===== config.mk =====
export PLATFORM = sky130hd
export DESIGN_NAME = tmd_transient
export DESIGN_NICKNAME = d
export VERILOG_FILES = /design/src/tmd_pkg.sv /design/src/tmd_axis.sv /design/src/tmd_transient.sv
export SDC_FILE = /design/constraint.sdc
export NUM_CORES = 1
export LEC_CHECK = 0
export BUFFER_PORTS_ARGS = -buffer_cell sky130_fd_sc_hd__buf_2
export CORE_UTILIZATION = 28
export CTS_CLUSTER_SIZE = 8
export DETAILED_ROUTE_END_ITERATION = 8
export PLACE_DENSITY = 0.47
export SLEW_MARGIN = 20
export SYNTH_ARGS = -nofsm -noshare
export SYNTH_HDL_FRONTEND = slang
export SYNTH_SLANG_ARGS = --single-unit

===== constraint.sdc =====
create_clock -name clk -period 4.9 [get_ports clk]
set_clock_uncertainty 0.05 [all_clocks]
set_input_delay 0.735 -clock clk [delete_from_list [all_inputs] [get_ports clk]]
set_output_delay 0.735 -clock clk [all_outputs]
set_load 0.005 [all_outputs]

===== src/tmd_pkg.sv =====
// Purpose: Constants, types and tables for the transient motion detector.
// Assumes: 200 MHz clock; samples are signed 8-bit at 0.0625 g per count.
// Notes: Register byte address is four times the register index.
//
// How it works
// - Event-active bit is high exactly while any axis event flag is high.
// - Z event bit sets above threshold; Z polarity one means negative.
// - Y event bit sets above threshold; Y polarity one means negative.
// - X event bit sets above threshold; X polarity one means negative.
// - Latching on, event-active set freezes the other status bits.
// - Reading the source register clears it and releases the interrupt.
// - Filtered data is compared; interrupt only when interrupt is enabled.
// - Threshold is seven unsigned bits, 0.063 g per count, reset zero.
// - Threshold spans 8 g whatever the full-scale range.
// - Low-noise bit caps the reachable threshold at 4 g.
// - Threshold bit seven picks decrement (0) or clear (1) debounce.
// - Count register holds the debounce steps needed before flagging.
// - Debounce counter steps at a rate set by sample rate and mode.
// - Step is 1.25 ms at 800 Hz up to 160 ms in low-power mode.
// - Per-axis enable bits gate detection; zero disables that axis.
// - Bypass bit feeds unfiltered data to the comparator when one.
// - Latch enable holds event flags until the source register is read.
// - Clear mode zeroes the counter; decrement mode drops one a step.
package tmd_pkg;

    localparam int CLK_PERIOD_NS = 5;
    localparam int STEP_BASE_NS = 1250000;
    localparam int STEP_BASE_CYC = STEP_BASE_NS / CLK_PERIOD_NS;
    localparam int BASE_W = 18;

    localparam logic [5:0] IDX_CFG = 6'h1D;
    localparam logic [5:0] IDX_SRC = 6'h1E;
    localparam logic [5:0] IDX_THR = 6'h1F;
    localparam logic [5:0] IDX_CNT = 6'h20;
    localparam logic [5:0] IDX_CTRL = 6'h2A;
    localparam logic [5:0] IDX_MODE = 6'h2B;

    localparam int THR_MODE_POS = 7;
    localparam int CTRL_LN_POS = 0;
    localparam int CTRL_RATE_POS = 3;
    localparam int MODE_OSM_POS = 0;
    localparam int MODE_IRQ_POS = 2;
    localparam logic [7:0] CTRL_MASK = 8'h39;
    localparam logic [7:0] MODE_MASK = 8'h07;

    localparam logic [7:0] REG_RST = 8'h00;
    localparam logic [6:0] LN_THR_MAX = 7'h40;

    localparam logic [1:0] RESP_OKAY = 2'h0;
    localparam logic [1:0] RESP_SLVERR = 2'h2;

    typedef enum logic [1:0] {
        OSM_NORMAL, OSM_LOWNOISE, OSM_HIRES, OSM_LOWPWR
    } tmd_osm_t;

    typedef struct packed {
        logic [7:0] z;
        logic [7:0] y;
        logic [7:0] x;
    } tmd_axes_t;

    typedef struct packed {
        logic latch;
        logic zen;
        logic yen;
        logic xen;
        logic byp;
    } tmd_cfg_t;

    localparam tmd_cfg_t CFG_RST = 5'h00;

    // Debounce step in units of 1.25 ms, per rate code 0 (800 Hz) to 7
    function automatic logic [7:0] step_units(input logic [2:0] rate,
                                              input logic [1:0] osm);
        logic [7:0] u;
        u = 8'h01;
        case (rate)
            3'h0: u = 8'h01;
            3'h1: u = 8'h02;
            3'h2: u = 8'h04;
            3'h3: u = 8'h08;
            3'h4: u = 8'h10;
            3'h5: u = (osm == OSM_NORMAL) ? 8'h10 : 8'h40;
            default: begin
                if (osm == OSM_NORMAL) u = 8'h10;
                else if (osm == OSM_LOWPWR) u = 8'h80;
                else u = 8'h40;
            end
        endcase
        if (osm == OSM_HIRES && rate != 3'h0) u = 8'h02;
        return u;
    endfunction : step_units

endpackage : tmd_pkg


===== src/tmd_axis.sv =====
// Purpose: One axis of transient detection with its debounce counter.
// Assumes: step is a one-cycle pulse from the step prescaler.
// Notes: hit and polarity change only on a step or when disabled.
`timescale 1ns/1ps
`default_nettype none
module tmd_axis (
    input wire logic clk,
    input wire logic rst_b,
    input wire logic step,
    input wire logic enable,
    input wire logic [7:0] sample,
    input wire logic [6:0] thr,
    input wire logic clear_mode,
    input wire logic [7:0] count,
    output logic hit_r,
    output logic pol_r
);
    import tmd_pkg::*;

    logic [7:0] cnt_r, cnt_nxt;
    logic hit_nxt, pol_nxt;
    logic [7:0] mag;
    logic cond;

    // Unsigned magnitude against the threshold
    assign mag = sample[7] ? 8'(~sample + 8'h01) : sample;
    assign cond = enable && (mag > {1'b0, thr});

    always_comb begin
        cnt_nxt = cnt_r;
        hit_nxt = hit_r;
        pol_nxt = pol_r;
        if (!enable) begin
            cnt_nxt = 8'h00;
            hit_nxt = 1'b0;
        end else if (step) begin
            if (cond) begin
                cnt_nxt = (cnt_r < count)
                    ? 8'(cnt_r + 8'h01) : count;
                hit_nxt = (cnt_nxt == count);
                pol_nxt = sample[7];
            end else begin
                if (clear_mode) cnt_nxt = 8'h00;
                else if (cnt_r != 8'h00) cnt_nxt = 8'(cnt_r - 8'h01);
                hit_nxt = 1'b0;
            end
        end
    end

    always_ff @(posedge clk or negedge rst_b) begin
        if (!rst_b) begin
            cnt_r <= 8'h00;
            hit_r <= 1'b0;
            pol_r <= 1'b0;
        end else begin
            cnt_r <= cnt_nxt;
            hit_r <= hit_nxt;
            pol_r <= pol_nxt;
        end
    end
endmodule : tmd_axis
`default_nettype wire


===== src/tmd_transient.sv =====
// Purpose: Transient detector with AXI4-Lite register access.
// Assumes: Sample inputs are synchronous levels, 0.0625 g per count.
// Notes: Source register clears on a successful read of it unless an update in that cycle flags an axis.
//
// Chosen here: the AXI4-Lite slave port.
`timescale 1ns/1ps
`default_nettype none
module tmd_transient #(
    parameter int STEP_BASE_CYCLES = tmd_pkg::STEP_BASE_CYC
) (
    input wire logic clk,
    input wire logic rst_b,
    input wire tmd_pkg::tmd_axes_t hpf_sample,
    input wire tmd_pkg::tmd_axes_t raw_sample,
    input wire logic [7:0] s_awaddr,
    input wire logic s_awvalid,
    output logic s_awready,
    input wire logic [31:0] s_wdata,
    input wire logic [3:0] s_wstrb,
    input wire logic s_wvalid,
    output logic s_wready,
    output logic [1:0] s_bresp,
    output logic s_bvalid,
    input wire logic s_bready,
    input wire logic [7:0] s_araddr,
    input wire logic s_arvalid,
    output logic s_arready,
    output logic [31:0] s_rdata,
    output logic [1:0] s_rresp,
    output logic s_rvalid,
    input wire logic s_rready,
    output logic transient_irq
);
    import tmd_pkg::*;

    // Bus and register state
    logic aw_full_r, aw_full_nxt;
    logic [5:0] aw_idx_r, aw_idx_nxt;
    logic aw_ok_r, aw_ok_nxt;
    logic w_full_r, w_full_nxt;
    logic [7:0] wdata_r, wdata_nxt;
    logic wen_r, wen_nxt;
    logic bvalid_r, bvalid_nxt;
    logic [1:0] bresp_r, bresp_nxt;
    logic rvalid_r, rvalid_nxt;
    logic [7:0] rdata_r, rdata_nxt;
    logic [1:0] rresp_r, rresp_nxt;
    tmd_cfg_t cfg_r, cfg_nxt;
    logic [7:0] thr_r, thr_nxt;
    logic [7:0] count_r, count_nxt;
    logic [7:0] ctrl_r, ctrl_nxt;
    logic [7:0] mode_r, mode_nxt;

    // Step prescaler state
    logic [BASE_W-1:0] base_r, base_nxt;
    logic [7:0] unit_r, unit_nxt;
    logic upd_r, upd_nxt;
    logic step;
    logic [7:0] units;

    // Source register state
    logic [2:0] ev_r, ev_nxt;
    logic [2:0] pol_r, pol_nxt;
    logic act_r, act_nxt;

    logic do_write;
    logic ar_hs;
    logic [5:0] rd_idx;
    logic rd_ok;
    logic rd_clr;
    logic frozen;
    logic [7:0] src_byte;
    logic [6:0] thr_eff;
    logic [2:0][7:0] samp;
    logic [2:0] axis_en;
    logic [2:0] hits;
    logic [2:0] pols;

    function automatic logic is_mapped(input logic [5:0] idx);
        return idx == IDX_CFG || idx == IDX_SRC || idx == IDX_THR ||
               idx == IDX_CNT || idx == IDX_CTRL || idx == IDX_MODE;
    endfunction : is_mapped

    assign s_awready = !aw_full_r;
    assign s_wready = !w_full_r;
    assign s_bvalid = bvalid_r;
    assign s_bresp = bresp_r;
    assign s_arready = !rvalid_r;
    assign s_rvalid = rvalid_r;
    assign s_rdata = {24'h000000, rdata_r};
    assign s_rresp = rresp_r;

    assign do_write = aw_full_r && w_full_r && !bvalid_r;
    assign ar_hs = s_arvalid && !rvalid_r;
    assign rd_idx = s_araddr[7:2];
    assign rd_ok = (s_araddr[1:0] == 2'h0) && is_mapped(rd_idx);
    assign rd_clr = ar_hs && rd_ok && (rd_idx == IDX_SRC);

    assign src_byte = {1'b0, act_r, ev_r[2], pol_r[2], ev_r[1], pol_r[1],
                       ev_r[0], pol_r[0]};

    always_comb begin
        aw_full_nxt = aw_full_r;
        aw_idx_nxt = aw_idx_r;
        aw_ok_nxt = aw_ok_r;
        w_full_nxt = w_full_r;
        wdata_nxt = wdata_r;
        wen_nxt = wen_r;
        bvalid_nxt = bvalid_r;
        bresp_nxt = bresp_r;
        rvalid_nxt = rvalid_r;
        rdata_nxt = rdata_r;
        rresp_nxt = rresp_r;
        cfg_nxt = cfg_r;
        thr_nxt = thr_r;
        count_nxt = count_r;
        ctrl_nxt = ctrl_r;
        mode_nxt = mode_r;
        if (s_awvalid && !aw_full_r) begin
            aw_full_nxt = 1'b1;
            aw_idx_nxt = s_awaddr[7:2];
            aw_ok_nxt = (s_awaddr[1:0] == 2'h0);
        end
        if (s_wvalid && !w_full_r) begin
            w_full_nxt = 1'b1;
            wdata_nxt = s_wdata[7:0];
            wen_nxt = s_wstrb[0];
        end
        if (bvalid_r && s_bready) bvalid_nxt = 1'b0;
        if (do_write) begin
            aw_full_nxt = 1'b0;
            w_full_nxt = 1'b0;
            bvalid_nxt = 1'b1;
            bresp_nxt = (aw_ok_r && is_mapped(aw_idx_r)) ? RESP_OKAY
                                                          : RESP_SLVERR;
            if (aw_ok_r && wen_r) begin
                case (aw_idx_r)
                    IDX_CFG: cfg_nxt = tmd_cfg_t'(wdata_r[4:0]);
                    IDX_THR: thr_nxt = wdata_r;
                    IDX_CNT: count_nxt = wdata_r;
                    IDX_CTRL: ctrl_nxt = wdata_r & CTRL_MASK;
                    IDX_MODE: mode_nxt = wdata_r & MODE_MASK;
                    default: ;
                endcase
            end
        end
        if (rvalid_r && s_rready) rvalid_nxt = 1'b0;
        if (ar_hs) begin
            rvalid_nxt = 1'b1;
            rresp_nxt = rd_ok ? RESP_OKAY : RESP_SLVERR;
            rdata_nxt = 8'h00;
            if (rd_ok) begin
                case (rd_idx)
                    IDX_CFG: rdata_nxt = {3'h0, cfg_r};
                    IDX_SRC: rdata_nxt = src_byte;
                    IDX_THR: rdata_nxt = thr_r;
                    IDX_CNT: rdata_nxt = count_r;
                    IDX_CTRL: rdata_nxt = ctrl_r;
                    IDX_MODE: rdata_nxt = mode_r;
                    default: rdata_nxt = 8'h00;
                endcase
            end
        end
    end

    always_ff @(posedge clk or negedge rst_b) begin
        if (!rst_b) begin
            aw_full_r <= 1'b0;
            aw_idx_r <= 6'h00;
            aw_ok_r <= 1'b0;
            w_full_r <= 1'b0;
            wdata_r <= 8'h00;
            wen_r <= 1'b0;
            bvalid_r <= 1'b0;
            bresp_r <= RESP_OKAY;
            rvalid_r <= 1'b0;
            rdata_r <= 8'h00;
            rresp_r <= RESP_OKAY;
            cfg_r <= CFG_RST;
            thr_r <= REG_RST;
            count_r <= REG_RST;
            ctrl_r <= REG_RST;
            mode_r <= REG_RST;
        end else begin
            aw_full_r <= aw_full_nxt;
            aw_idx_r <= aw_idx_nxt;
            aw_ok_r <= aw_ok_nxt;
            w_full_r <= w_full_nxt;
            wdata_r <= wdata_nxt;
            wen_r <= wen_nxt;
            bvalid_r <= bvalid_nxt;
            bresp_r <= bresp_nxt;
            rvalid_r <= rvalid_nxt;
            rdata_r <= rdata_nxt;
            rresp_r <= rresp_nxt;
            cfg_r <= cfg_nxt;
            thr_r <= thr_nxt;
            count_r <= count_nxt;
            ctrl_r <= ctrl_nxt;
            mode_r <= mode_nxt;
        end
    end

    // Debounce step: base tick of 1.25 ms times a rate and mode multiple
    assign units = step_units(ctrl_r[CTRL_RATE_POS +: 3],
                              mode_r[MODE_OSM_POS +: 2]);

    always_comb begin
        base_nxt = BASE_W'(base_r + 1'b1);
        unit_nxt = unit_r;
        step = 1'b0;
        if (base_r >= BASE_W'(STEP_BASE_CYCLES - 1)) begin
            base_nxt = '0;
            if (unit_r >= 8'(units - 8'h01)) begin
                unit_nxt = 8'h00;
                step = 1'b1;
            end else begin
                unit_nxt = 8'(unit_r + 8'h01);
            end
        end
        upd_nxt = step;
    end

    always_ff @(posedge clk or negedge rst_b) begin
        if (!rst_b) begin
            base_r <= '0;
            unit_r <= 8'h00;
            upd_r <= 1'b0;
        end else begin
            base_r <= base_nxt;
            unit_r <= unit_nxt;
            upd_r <= upd_nxt;
        end
    end

    // Fixed 8 g scale whatever the range; low-noise caps at 4 g
    assign thr_eff = (ctrl_r[CTRL_LN_POS] && thr_r[6:0] > LN_THR_MAX)
                     ? LN_THR_MAX : thr_r[6:0];
    assign samp = cfg_r.byp
        ? {raw_sample.z, raw_sample.y, raw_sample.x}
        : {hpf_sample.z, hpf_sample.y, hpf_sample.x};
    assign axis_en = {cfg_r.zen, cfg_r.yen, cfg_r.xen};

    genvar g;
    generate
        for (g = 0; g < 3; g++) begin : g_axis
            tmd_axis u_axis (
                .clk(clk),
                .rst_b(rst_b),
                .step(step),
                .enable(axis_en[g]),
                .sample(samp[g]),
                .thr(thr_eff),
                .clear_mode(thr_r[THR_MODE_POS]),
                .count(count_r),
                .hit_r(hits[g]),
                .pol_r(pols[g])
            );
        end
    endgenerate

    // Source register; an update in the read cycle wins over the clear
    assign frozen = cfg_r.latch && act_r && !rd_clr;

    always_comb begin
        ev_nxt = ev_r;
        pol_nxt = pol_r;
        if (rd_clr) begin
            ev_nxt = 3'h0;
            pol_nxt = 3'h0;
        end
        if (upd_r) begin
            if (!cfg_r.latch) begin
                ev_nxt = hits;
                pol_nxt = pols & hits;
            end else if (!frozen) begin
                ev_nxt = ev_nxt | hits;
                pol_nxt = (pol_nxt & ~hits) | (pols & hits);
            end
        end
        act_nxt = |ev_nxt;
    end

    always_ff @(posedge clk or negedge rst_b) begin
        if (!rst_b) begin
            ev_r <= 3'h0;
            pol_r <= 3'h0;
            act_r <= 1'b0;
        end else begin
            ev_r <= ev_nxt;
            pol_r <= pol_nxt;
            act_r <= act_nxt;
        end
    end

    assign transient_irq = act_r && mode_r[MODE_IRQ_POS];
endmodule : tmd_transient
`default_nettype wire


==> results.py <==
metrics = {
    "status": {
        "outcome": "finished clean",
    },
    "cts": {
        "h-tree-depth": 4,
        "clkTransAtPathRegs_ns": 0.07,
        "cts_buffers": 17,
        "cts.sinks": 122,
        "post_cts_buffers": 0,
        "cts_hold_buffers": 0,
        "tritoncts": "built",
        "cts_root_buffer": "clkbuf_16",
        "clock_latency_ns": 0.43,
        "cts_resized": 0,
        "cts_buffer_depth": 2,
    },
    "placed_design": {
        "io_buffers": 95,
        "hpwlAfterDp_um": 19700,
        "gp_congestion": 0.811,
    },
    "sta": {
        "relSlewSlack_pct": 32.6,
        "period_share_pct": 89.9,
        "fmax_mhz": 227,
        "final-setup-viol-count": 0,
        "final_hold_viol_count": 0,
        "max_slew.worst_pin.slew_ns": 1.01,
        "drv_slew": 0,
        "period_needed_ns": 4.41,
        "hold_slack_ns": 0.255,
        "rsz0062_at_grt": "no",
        "final.setup.tns_ns": 0,
    },
    "power_and_ir_drop": {
        "power_density_mw_per_mm2": 350,
        "irDropWorstVdd_v": 0.000261,
        "p_leak_nw": 4.83,
    },
    "synth": {
        "synth_cell_type_count": 73,
        "synth_cells": 1064,
        "syn_area_sq_mm": 0.00936,
        "syn_avg_cell_area_sq_um": 8.79,
        "yosys_warnings": 0,
        "synth_seq_cells": 122,
        "synthArstFlopShare_pct": 100,
        "synthFlopType": "dfrtp_1",
        "synth_edf_count": 0,
        "synth_seq_area_share_pct": 32.6,
    },
    "floorplan": {
        "ios": 149,
        "die_y_um": 185,
        "start_util_pct": 28.6,
        "fp.dieArea_sq_mm": 0.0342,
        "placementRows": 66,
        "die_x_um": 185,
        "coreArea_sq_mm": 0.0327,
    },
    "finish": {
        "diodes": 0,
        "drive_gt1_share_pct": 17.0,
        "syn_to_final_growth_pct": 15.2,
        "layout.nets": 1317,
    },
    "drt": {
        "drt-total-wl_um": 26100,
        "viasPerCell": 5.01,
        "ant_nets": 0,
        "vias": 7999,
        "drcViolationCount": 0,
        "first_pass_iters": 7,
        "first_iter_violations": 389,
        "wire_per_inst_um": 16.3,
    },
    "run": {
        "max_cap_viol_count": 0,
    },
    "hold_path": {
        "hold_path.class": "in2async",
    },
    "worst_setup_path": {
        "r2r_slack_ns": 0.49,
        "crit_path_max_incr_delay_ns": 0.49,
        "cp.required_ns": 5.16,
        "startpoint_type": "register",
        "rr_worst_depth": 19,
        "path_buf_inv": 2,
        "r2r_start": "mode_r[0]",
        "cp-end-kind": "register",
        "critPathMaxFanout": 14,
        "crit_path_cell_trace": "inv_1, ha_1, mux2i_1, ha_1, nor2b_1, nor2_1, mux2_2, nand2_1, nand2_1, a21oi_1, ha_1, and4_1, o21ai_0, o31ai_1, nand2_1, clkinv_1, nor2_1, o21ai_0, a22o_2",
        "path_delay_family": "simple AND/OR/NAND/NOR gates",
        "slowest_stage": "clkinv_1",
        "path_class": "reg2reg",
        "r2r-end": "g_axis[2].u_axis.cnt_r[5]",
        "cp.arrival_ns": 4.66,
    },
    "grt": {
        "grt_pass1_vias": 7658,
        "grt-ovfl-total": 0,
        "grt_max_degree": 47,
        "antenna_found_initial": 0,
        "grt_pass1_wl_um": 42700,
        "grt_usage_pct": 16.1,
    },
}
[how the worst max path moves through the flow]
stage | startpoint | end | cells past startpoint
2_1_floorplan | cfg_r[0] | g_axis[2].u_axis.cnt_r[4] | 19
3_3_place_gp | hpf_sample[18] | g_axis[2].u_axis.cnt_r[5] | 15
3_5_place_dp | hpf_sample[18] | g_axis[2].u_axis.cnt_r[2] | 15
4_1_cts | mode_r[0] | g_axis[2].u_axis.cnt_r[5] | 19
5_1_grt | mode_r[0] | g_axis[2].u_axis.cnt_r[7] | 19
6_report | mode_r[0] | g_axis[2].u_axis.cnt_r[5] | 19
[state kept, by name, indices dropped and copies added (netlist names), 4 cells and up]
name / cells
g_axis.u_axis.cnt_r: 24
base_r: 18
count_r: 8
rdata_r: 8
thr_r: 8
unit_r: 8
wdata_r: 8
aw_idx_r: 6
ctrl_r: 4
[cell usage after synthesis (3+ instances only)]
| cell type | number | area, sq um |
|---|---|---|
| o21ai_0 | 63 | 315 |
| a22oi_1 | 5 | 37.5 |
| nor3_1 | 25 | 125 |
| or2_2 | 3 | 18.8 |
| a221oi_1 | 4 | 35.0 |
| o211ai_1 | 8 | 60.1 |
| and4_1 | 6 | 52.6 |
| nand3_1 | 40 | 200 |
| a211oi_1 | 8 | 60.1 |
| dfrtp_1 | 122 | 3050 |
| o22ai_1 | 5 | 31.3 |
| buf_4 | 28 | 210 |
| a21boi_0 | 4 | 30.0 |
| mux2i_1 | 32 | 320 |
| xnor2_1 | 48 | 420 |
| nor2_1 | 92 | 345 |
| a32o_1 | 4 | 40.0 |
| and2_1 | 4 | 25.0 |
| nand3b_1 | 4 | 30.0 |
| a31oi_1 | 13 | 81.3 |
| nor2b_1 | 8 | 50.1 |
| nor4_1 | 8 | 50.1 |
| nor3b_1 | 6 | 45.0 |
| nand2_1 | 101 | 379 |
| ha_1 | 68 | 851 |
| and3_1 | 12 | 75.1 |
| xor2_1 | 37 | 324 |
| clkbuf_1 | 40 | 150 |
| a222oi_1 | 5 | 50.1 |
| nand4_1 | 11 | 68.8 |
| a21o_1 | 11 | 82.6 |
| a32oi_1 | 7 | 61.3 |
| inv_1 | 33 | 124 |
| or3_1 | 10 | 62.6 |
| nand2b_1 | 14 | 87.6 |
| o31ai_1 | 11 | 82.6 |
| a22o_1 | 14 | 123 |
| nor4b_1 | 4 | 35.0 |
| a2111oi_0 | 4 | 35.0 |
| mux2_2 | 40 | 450 |
| o21a_1 | 10 | 75.1 |
| a21oi_1 | 49 | 245 |
| buf_6 | 3 | 33.8 |
[area by class of cell]
class / count / area, sq um
Sequential cell: 122 / 3050
Inverter: 35 / 131
Timing Repair Buffer: 109 / 583
Fill cell: 3473 / 21900
Multi-Input combinational cell: 857 / 5850
Clock buffer: 17 / 425
Clock inverter: 15 / 180
Tap cell: 442 / 553
[report_power, final]
| part | internal (mW) | total [mW] | switching [mW] |
|---|---|---|---|
| Clock | 0.770 | 1.31 | 0.545 |
| Sequential | 1.12 | 1.29 | 0.173 |
| Combinational | 0.522 | 1.17 | 0.649 |
| Total | 2.41 | 3.78 | 1.37 |
[cells by family (layout without fill, tap and decap cells)]
logic type	Yosys count	in the layout	synth area share, %
XOR/XNOR	85	85	7.96
buffers and inverters	110	176	5.90
adder cells (fa/ha/maj)	68	68	9.09
AO/OA/AOI/OAI	246	246	17.4
multiplexers	72	72	8.24
AND/OR/NAND/NOR	360	360	18.7
other	1	26	0.0401
flip-flops	122	122	32.6
[metrics by stage]
stage,power (mW),utilization (%),cell area [sq um],setup slack [ns],instances
6_report,3.78,33.0,10800,0.494,1597
5_1_grt,4.02,33.0,10800,0.0171,1597
4_1_cts,3.80,32.9,10800,0.475,1595
3_5_place_dp,2.46,31.1,10200,0.451,1563
3_3_place_gp,2.45,31.1,10200,0.527,1563
2_1_floorplan,2.13,-,9450,0.694,1089
[layer usage]
layer | up-vias | wire (um) | track usage (%) | share of wire (%)
met4 | 0 | 233 | 3.37 | 0.89
met5 | - | 0 | 0 | 0
li1 | 3964 | - | - | -
met2 | 173 | 12200 | 25.9 | 47
met1 | 3848 | 12600 | 22.3 | 48
met3 | 14 | 1090 | 2.91 | 4.2
[layout by cell type (no fill, tap or decap), types with 5 or more instances in the layout]
cell type	instances
dfrtp_1	121
nand2_1	101
buf_2	94
nor2_1	92
ha_1	68
o21ai_0	63
a21oi_1	49
xnor2_1	48
mux2_2	40
nand3_1	40
xor2_1	37
inv_1	33
mux2i_1	32
conb_1	26
nor3_1	25
clkbuf_16	17
buf_4	15
nand2b_1	14
a22o_1	14
a31oi_1	13
and3_1	12
a21o_1	11
o31ai_1	11
nand4_1	11
o21a_1	10
or3_1	10
nor2b_1	8
nor4_1	8
a211oi_1	8
o211ai_1	8
a32oi_1	7
nor3b_1	6
and4_1	6
o22ai_1	5
a22oi_1	5
a222oi_1	5
clkinv_4	5
No activity file was read; power rests on OpenSTA's default activity.
